[config.mk]
export PLATFORM = sky130hd
export DESIGN_NAME = pmx_pin_mux
export DESIGN_NICKNAME = d
export VERILOG_FILES = /design/src/common/pmx_pkg.sv /design/src/hdl/pmx_pin_cell.sv /design/src/hdl/pmx_pin_mux.sv
export VERILOG_INCLUDE_DIRS = /design/src /design/src/common
export SDC_FILE = /design/constraint.sdc
export NUM_CORES = 1
export LEC_CHECK = 0
export ABC_AREA = 1
export BUFFER_PORTS_ARGS = -buffer_cell sky130_fd_sc_hd__buf_2
export CELL_PAD_IN_SITES_DETAIL_PLACEMENT = 0
export CELL_PAD_IN_SITES_GLOBAL_PLACEMENT = 1
export CORE_ASPECT_RATIO = 0.6
export CORE_MARGIN = 2
export CORE_UTILIZATION = 28
export DETAILED_ROUTE_END_ITERATION = 10
export PLACE_DENSITY = 0.95
export SLEW_MARGIN = 20
export SYNTH_ARGS = -nofsm -noshare
export SYNTH_HDL_FRONTEND = slang
export SYNTH_HIERARCHICAL = 1
export SYNTH_SLANG_ARGS = --single-unit
[constraint.sdc]
create_clock -name clk -period 3.4 [get_ports clk]
set_input_delay 0.68 -clock clk [delete_from_list [all_inputs] [get_ports clk]]
set_output_delay 0.68 -clock clk [all_outputs]
set_load 0.005 [all_outputs]
[src/common/pmx_cfg.svh]
// Constants of the processor mode pin function multiplexer
// Assumes inclusion by bare name from any design or bench file
`ifndef PMX_CFG_SVH
`define PMX_CFG_SVH

`define PMX_MODE_SINGLE   2'h0
`define PMX_MODE_EXPAND   2'h1
`define PMX_MODE_MICRO    2'h2
`define PMX_MODE_LSB      0
`define PMX_MODE_MSB      1
`define PMX_CS_SEL_BIT    7
`define PMX_MODE_RESET    2'h0
`define PMX_SEL_RESET     5'h00
`define PMX_CSU_RESET     3'h0
`define PMX_PORT2_WIDTH   8
`define PMX_CSU_WIDTH     3

`endif

[src/common/pmx_pkg.sv]
// Types of the processor mode pin function multiplexer
// Assumes pmx_cfg.svh is reachable on the include path
`include "pmx_cfg.svh"

package pmx_pkg;

  typedef enum logic [1:0] {
    PMX_SINGLE,
    PMX_EXPAND,
    PMX_MICRO,
    PMX_RESERVED
  } pmx_mode_t;

  // One pin seen from the pad: output and enable
  typedef struct packed {
    logic o;
    logic oe;
  } pmx_drive_t;

  // Bus side signals produced by the bus interface unit
  typedef struct packed {
    logic [7:0] odd_data_out;
    logic       odd_data_oe;
    logic       read_n;
    logic       low_byte_write_n;
    logic       high_byte_write_n;
    logic       addr_latch;
    logic       sys_clk_out;
    logic       bus_grant_ack_n;
    logic       chip_select_first_n;
    logic [2:0] chip_select_upper_n;
  } pmx_bus_t;

  // Per-pin select bits swapping the mode default
  typedef struct packed {
    logic wait_sel;
    logic latch_sel;
    logic clk_sel;
    logic ack_sel;
    logic req_sel;
  } pmx_sel_t;

endpackage

[src/hdl/pmx_pin_cell.sv]
// One multipurpose pin: registered choice between port and bus function
// Assumes synchronous inputs on clk
`timescale 1ns/10ps

module pmx_pin_cell (
  input  wire logic clk,
  input  wire logic rst_n,
  input  wire logic bus_use,
  input  wire logic bus_o,
  input  wire logic bus_oe,
  input  wire logic port_o,
  input  wire logic port_oe,
  output logic      pin_o,
  output logic      pin_oe
);

  // ************************************************************
  // Output register
  // ************************************************************
  always_ff @(posedge clk) begin
    if (!rst_n) begin
      pin_o  <= 1'b0;
      pin_oe <= 1'b0;
    end else if (bus_use) begin
      // Port registers ignored while bus owns the pin
      pin_o  <= bus_o;
      pin_oe <= bus_oe;
    end else begin
      pin_o  <= port_o;
      pin_oe <= port_oe;
    end
  end

endmodule

[src/hdl/pmx_pin_mux.sv]
// Processor mode pin function multiplexer: ports two, three, four, nine
// Assumes mode and select bits come from registers elsewhere, all on clk
`timescale 1ns/10ps
`include "pmx_cfg.svh"

// Operation
// - 16-bit external bus: port two odd data
// - 8-bit external bus: port two stays I/O
// - Wait input default micro, selectable in expansion
// - Port three bit one is read strobe
// - Low write strobe: even or every write
// - High write strobe only with 16-bit bus
// - Address latch default micro, selectable expansion
// - Clock output default micro, selectable otherwise
// - Grant ack default micro, selectable expansion
// - Hold request input default micro, selectable expansion
// - First chip select default micro, selectable expansion
// - Upper chip selects follow their select bits in micro and expansion modes
// - Mode from mode register bits one, zero
// - Select bits invert each pin's mode default in micro and expansion modes
// - Control bit 7 enables first chip select

module pmx_pin_mux (
  input  wire logic                clk,
  input  wire logic                rst_n,
  input  wire logic [7:0]          mode_reg_zero,
  input  wire pmx_pkg::pmx_sel_t   pin_sel,
  input  wire logic [7:0]          cs_first_ctrl,
  input  wire logic [2:0]          cs_upper_sel,
  input  wire logic                bus_width_16,
  input  wire pmx_pkg::pmx_bus_t   bus_in,
  input  wire logic [7:0]          port_two_out,
  input  wire logic [7:0]          port_two_dir,
  input  wire logic [3:0]          port_three_out,
  input  wire logic [3:0]          port_three_dir,
  input  wire logic [3:0]          port_four_out,
  input  wire logic [3:0]          port_four_dir,
  input  wire logic [3:0]          port_nine_out,
  input  wire logic [3:0]          port_nine_dir,
  input  wire logic [7:0]          port_two_pins_i,
  input  wire logic                port_three_bit_zero_i,
  input  wire logic                port_four_bit_three_i,
  output logic [7:0]               port_two_pins_o,
  output logic [7:0]               port_two_pins_oe,
  output logic [3:0]               port_three_o,
  output logic [3:0]               port_three_oe,
  output logic [3:0]               port_four_o,
  output logic [3:0]               port_four_oe,
  output logic [3:0]               port_nine_o,
  output logic [3:0]               port_nine_oe,
  output logic [7:0]               odd_data_in_reg,
  output logic                     wait_n_reg,
  output logic                     bus_hold_req_n_reg,
  output pmx_pkg::pmx_mode_t       mode_reg
);

  // ************************************************************
  // Mode decode
  // ************************************************************
  logic             ext_mode;
  logic             micro_mode;
  logic             expand_mode;
  logic [15:0]      use_bus;
  logic [15:0]      bus_o;
  logic [15:0]      bus_oe;
  logic [15:0]      port_o;
  logic [15:0]      port_oe;
  logic [15:0]      pin_o;
  logic [15:0]      pin_oe;

  // Default in micro, inverted by the select bit; expansion only selectable
  function automatic logic sel_use(input logic micro, input logic expand, input logic sel);
    sel_use = micro ? ~sel : (expand & sel);
  endfunction

  always_ff @(posedge clk) begin
    if (!rst_n) begin
      mode_reg <= pmx_pkg::PMX_SINGLE;
    end else begin
      // Reserved code 11 falls back to single-chip
      case (mode_reg_zero[`PMX_MODE_MSB:`PMX_MODE_LSB])
        `PMX_MODE_EXPAND: mode_reg <= pmx_pkg::PMX_EXPAND;
        `PMX_MODE_MICRO:  mode_reg <= pmx_pkg::PMX_MICRO;
        default:          mode_reg <= pmx_pkg::PMX_SINGLE;
      endcase
    end
  end

  assign micro_mode  = (mode_reg == pmx_pkg::PMX_MICRO);
  assign expand_mode = (mode_reg == pmx_pkg::PMX_EXPAND);
  assign ext_mode    = micro_mode | expand_mode;

  // ************************************************************
  // Function selection per pin
  // ************************************************************
  always_comb begin
    use_bus[7:0] = {8{ext_mode & bus_width_16}};
    use_bus[8]   = sel_use(micro_mode, expand_mode, pin_sel.wait_sel);
    use_bus[9]   = ext_mode;
    use_bus[10]  = ext_mode;
    use_bus[11]  = ext_mode & bus_width_16;
    use_bus[12]  = sel_use(micro_mode, expand_mode, pin_sel.latch_sel);
    // Clock output is selectable even in single-chip mode
    use_bus[13]  = micro_mode ? ~pin_sel.clk_sel : pin_sel.clk_sel;
    use_bus[14]  = sel_use(micro_mode, expand_mode, pin_sel.ack_sel);
    use_bus[15]  = sel_use(micro_mode, expand_mode, pin_sel.req_sel);
  end

  always_comb begin
    bus_o  = {bus_in.bus_grant_ack_n, bus_in.bus_grant_ack_n, bus_in.sys_clk_out,
              bus_in.addr_latch, bus_in.high_byte_write_n, bus_in.low_byte_write_n,
              bus_in.read_n, 1'b1, bus_in.odd_data_out};
    bus_o[15] = 1'b1;
    // Wait and hold request are inputs: pad released
    bus_oe = {1'b0, 1'b1, 1'b1, 1'b1, 1'b1, 1'b1, 1'b1, 1'b0,
              {8{bus_in.odd_data_oe}}};
    port_o  = {port_four_out, port_three_out, port_two_out};
    port_oe = {port_four_dir, port_three_dir, port_two_dir};
  end

  // ************************************************************
  // Pin cells, registered outputs
  // ************************************************************
  genvar gi;
  generate
    for (gi = 0; gi < 16; gi++) begin : g_cell
      pmx_pin_cell u_cell (
        .clk     (clk),
        .rst_n   (rst_n),
        .bus_use (use_bus[gi]),
        .bus_o   (bus_o[gi]),
        .bus_oe  (bus_oe[gi]),
        .port_o  (port_o[gi]),
        .port_oe (port_oe[gi]),
        .pin_o   (pin_o[gi]),
        .pin_oe  (pin_oe[gi])
      );
    end
  endgenerate

  assign port_two_pins_o  = pin_o[7:0];
  assign port_two_pins_oe = pin_oe[7:0];
  assign port_three_o     = pin_o[11:8];
  assign port_three_oe    = pin_oe[11:8];
  assign port_four_o      = pin_o[15:12];
  assign port_four_oe     = pin_oe[15:12];

  // ************************************************************
  // Port nine chip selects
  // ************************************************************
  logic first_cs_use;
  assign first_cs_use = micro_mode | (expand_mode & cs_first_ctrl[`PMX_CS_SEL_BIT]);

  always_ff @(posedge clk) begin
    if (!rst_n) begin
      port_nine_o  <= 4'h0;
      port_nine_oe <= 4'h0;
    end else begin
      if (first_cs_use) begin
        port_nine_o[0]  <= bus_in.chip_select_first_n;
        port_nine_oe[0] <= 1'b1;
      end else begin
        port_nine_o[0]  <= port_nine_out[0];
        port_nine_oe[0] <= port_nine_dir[0];
      end
      for (int i = 0; i < `PMX_CSU_WIDTH; i++) begin
        if (ext_mode && cs_upper_sel[i]) begin
          port_nine_o[i+1]  <= bus_in.chip_select_upper_n[i];
          port_nine_oe[i+1] <= 1'b1;
        end else begin
          port_nine_o[i+1]  <= port_nine_out[i+1];
          port_nine_oe[i+1] <= port_nine_dir[i+1];
        end
      end
    end
  end

  // ************************************************************
  // Inputs toward the bus interface unit
  // ************************************************************
  // Inactive levels when the pin is in port use, so the bus never stalls
  always_ff @(posedge clk) begin
    if (!rst_n) begin
      odd_data_in_reg    <= 8'h00;
      wait_n_reg         <= 1'b1;
      bus_hold_req_n_reg <= 1'b1;
    end else begin
      odd_data_in_reg    <= use_bus[0] ? port_two_pins_i : 8'h00;
      wait_n_reg         <= use_bus[8] ? port_three_bit_zero_i : 1'b1;
      bus_hold_req_n_reg <= use_bus[15] ? port_four_bit_three_i : 1'b1;
    end
  end

endmodule

==> impl_metrics.json <==
{
  "pin_count": 148,
  "cts_tree": "yes",
  "hold_viol_final": 0,
  "crit_buf_inv": 2,
  "clockRootBuffer": "clkbuf_16",
  "fin_tns_setup_ns": 0,
  "num_rows": 23,
  "gp_congestion": 0.7512,
  "ir_drop_v": 0.0002907,
  "syn_area_per_cell_sq_um": 7.037,
  "final_cell_mix": "buf_2 (134), nor2_1 (81), nand2_1 (75)",
  "die_area_sq_mm": 0.007879,
  "syn_inst": 285,
  "fmax_ghz": 0.5096,
  "synthTopCellsByArea": "dfxtp_1 (52%), nor2_1 (15%), nand2_1 (14%), inv_1 (9.4%), a21oi_1 (2.2%)",
  "grt_pass1_wl_um": 8445,
  "dr.max_layer_used": "met4",
  "cts.clk_slew.worst_paths_ns": 0.07,
  "cts_hold_buf": 0,
  "skew_ns": 0.002966,
  "dr.pass1.iters": 7,
  "seq_area_frac_synth_pct": 51.90,
  "clk_path_buf_depth": 2,
  "diodes": 0,
  "cp-start-kind": "register",
  "slowest_delay_ns": 0.59,
  "power_density_mw_per_mm2": 474.7,
  "area_growth_pct": 49.47,
  "final_util_pct": 44.14,
  "drive_gt1_share_pct": 35.01,
  "wl_met3_um": 578,
  "max_slew.worst_pin.slew_ns": 0.7274,
  "dpl.hpwl_um": 4051,
  "grt_max_degree": 24,
  "grt.total_usage_pct": 13.36,
  "synth.cell_area_sq_mm": 0.002006,
  "viasPerCell": 3.849,
  "yosysTopAreaCell": "dfxtp_1",
  "totalWireLength_um": 5218,
  "crit_path_top_delay_cell": "nor2_2",
  "start_util_pct": 29.53,
  "mostFrequentLayoutCell": "buf_2",
  "cpMostUsedCell": "nand2_1",
  "maxCapViolations": 0,
  "die_h_um": 69.56,
  "wl_per_cell_um": 9.958,
  "rsz0062_at_grt": "false",
  "postCtsSetupBuffers": 0,
  "yosys.area.top_type_share_pct": 51.90,
  "period_needed_ns": 1.962,
  "cts.repair.resized": 0,
  "place.port_buffers": 134,
  "drc": 9,
  "cts_buffers": 5,
  "first_global_vias": 1883,
  "core_sq_mm": 0.006792,
  "max_slew_margin_pct": 51.46,
  "setup_viol": 0,
  "p_leak_nw": 1.822,
  "ys_ff_latch": 52,
  "path_cells": "inv_1, ha_1, nor2_2, buf_4, nand2_1, nand2_1, nor2_1",
  "status": "finished, violations left",
  "finalMaxSlewViolations": 0,
  "min-delay-path-class": "in -> reg",
  "num_vias": 2017,
  "h-tree-depth": 2,
  "antenna_found_initial": 0,
  "drt-met1-wl_um": 2478,
  "dr.first_iter.drc_count": 88,
  "die_w_um": 113.3,
  "fin_crit_sh_pct": 57.72,
  "clk-insertion-delay-late_ns": 0.29,
  "worstPathRequired_ns": 3.58,
  "cts_sinks": 52,
  "met2RoutedLength_um": 2124,
  "violations": "design-rule violations",
  "overflow": 0,
  "nets": 534,
  "ant_nets": 0,
  "path_class": "reg -> reg",
  "ys.warnings.count": 6,
  "synthDistinctLibCells": 16,
  "endpoint_kind": "register",
  "crit_family": "simple AND/OR/NAND/NOR gates",
  "worstPathArrival_ns": 2.15,
  "worst-path-max-fanout": 20
}
## synthesized netlist by cell type
cell / number
nand3_2: 1
nand2_2: 3
ha_1: 2
inv_1: 50
conb_1: 2
a21oi_1: 9
nor2_1: 81
nand2_4: 1
inv_2: 1
nand3_1: 3
nand2_1: 75
xor2_1: 1
dfxtp_1: 52
nand3b_1: 1
a21oi_4: 2
nor2_2: 1
## final cells by class
type,instances,area [sq um]
clock buffer,5,125.1
clock inverter,3,42.54
fill,712,3794
inverter,51,191.4
multi-input combinational,190,803.3
sequential,52,1041
tap,87,108.9
timing repair buffer,136,685.7
## worst paths after layout
kind | depth (start not counted) | endpoint | start | slack, ns
hold / removal | 2 | mode_reg[0]$_SDFF_PN0_ | mode_reg_zero[1] | 0.55
setup / recovery | 7 | g_cell[3].u_cell/pin_o$_SDFF_PN0_ | mode_reg[0]$_SDFF_PN0_ | 1.44
hold reg to reg | 4 | wait_n_reg$_SDFF_PN1_ | mode_reg[0]$_SDFF_PN0_ | 0.85
setup reg to reg | 7 | g_cell[3].u_cell/pin_o$_SDFF_PN0_ | mode_reg[0]$_SDFF_PN0_ | 1.44
## metal layers
layer / GRT usage, % / vias to the layer above
met4: 3.659 / 0
met5: 0 / -
met1: 17.21 / 821
met2: 20.36 / 78
li1: - / 1113
met3: 5.944 / 5
## logic make-up (layout without fill, tap and decap cells)
| group | after synthesis | in the layout | share of synthesized area [%] |
|---|---|---|---|
| adders and majority gates | 2 | 2 | 1.247 |
| AOI/OAI and AO/OA | 11 | 11 | 3.868 |
| xor gates and xnor gates | 1 | 1 | 0.4368 |
| DFF | 52 | 52 | 51.90 |
| other | 2 | 10 | 0.3744 |
| and+or+nand+nor | 166 | 166 | 32.63 |
| buffers and inverters | 51 | 195 | 9.544 |
## per-stage QoR
stage	std cells	instance area [sq um]	total power, mW	hold WS [ns]	setup slack [ns]
after floorplan	293	2036	0.7583	0.7515	1.542
after global placement	516	2830	0.8626	0.8286	1.391
after detailed placement	516	2830	0.8682	0.8356	1.394
after CTS	524	2998	1.452	0.5405	1.402
after global routing	524	2998	1.505	0.5421	1.223
final	524	2998	1.423	0.5538	1.438
## worst register-to-register path: stages (launching register included)
cell	delay, ns
dfxtp_1	0.36
inv_1	0.05
ha_1	0.32
nor2_2	0.59
buf_4	0.35
nand2_1	0.08
nand2_1	0.05
nor2_1	0.04
## power breakdown
group	switching [mW]	internal, mW
Sequential	0.00946	0.647
Clock	0.225	0.346
Combinational	0.102	0.0938
No activity file was read; power rests on OpenSTA's default activity.
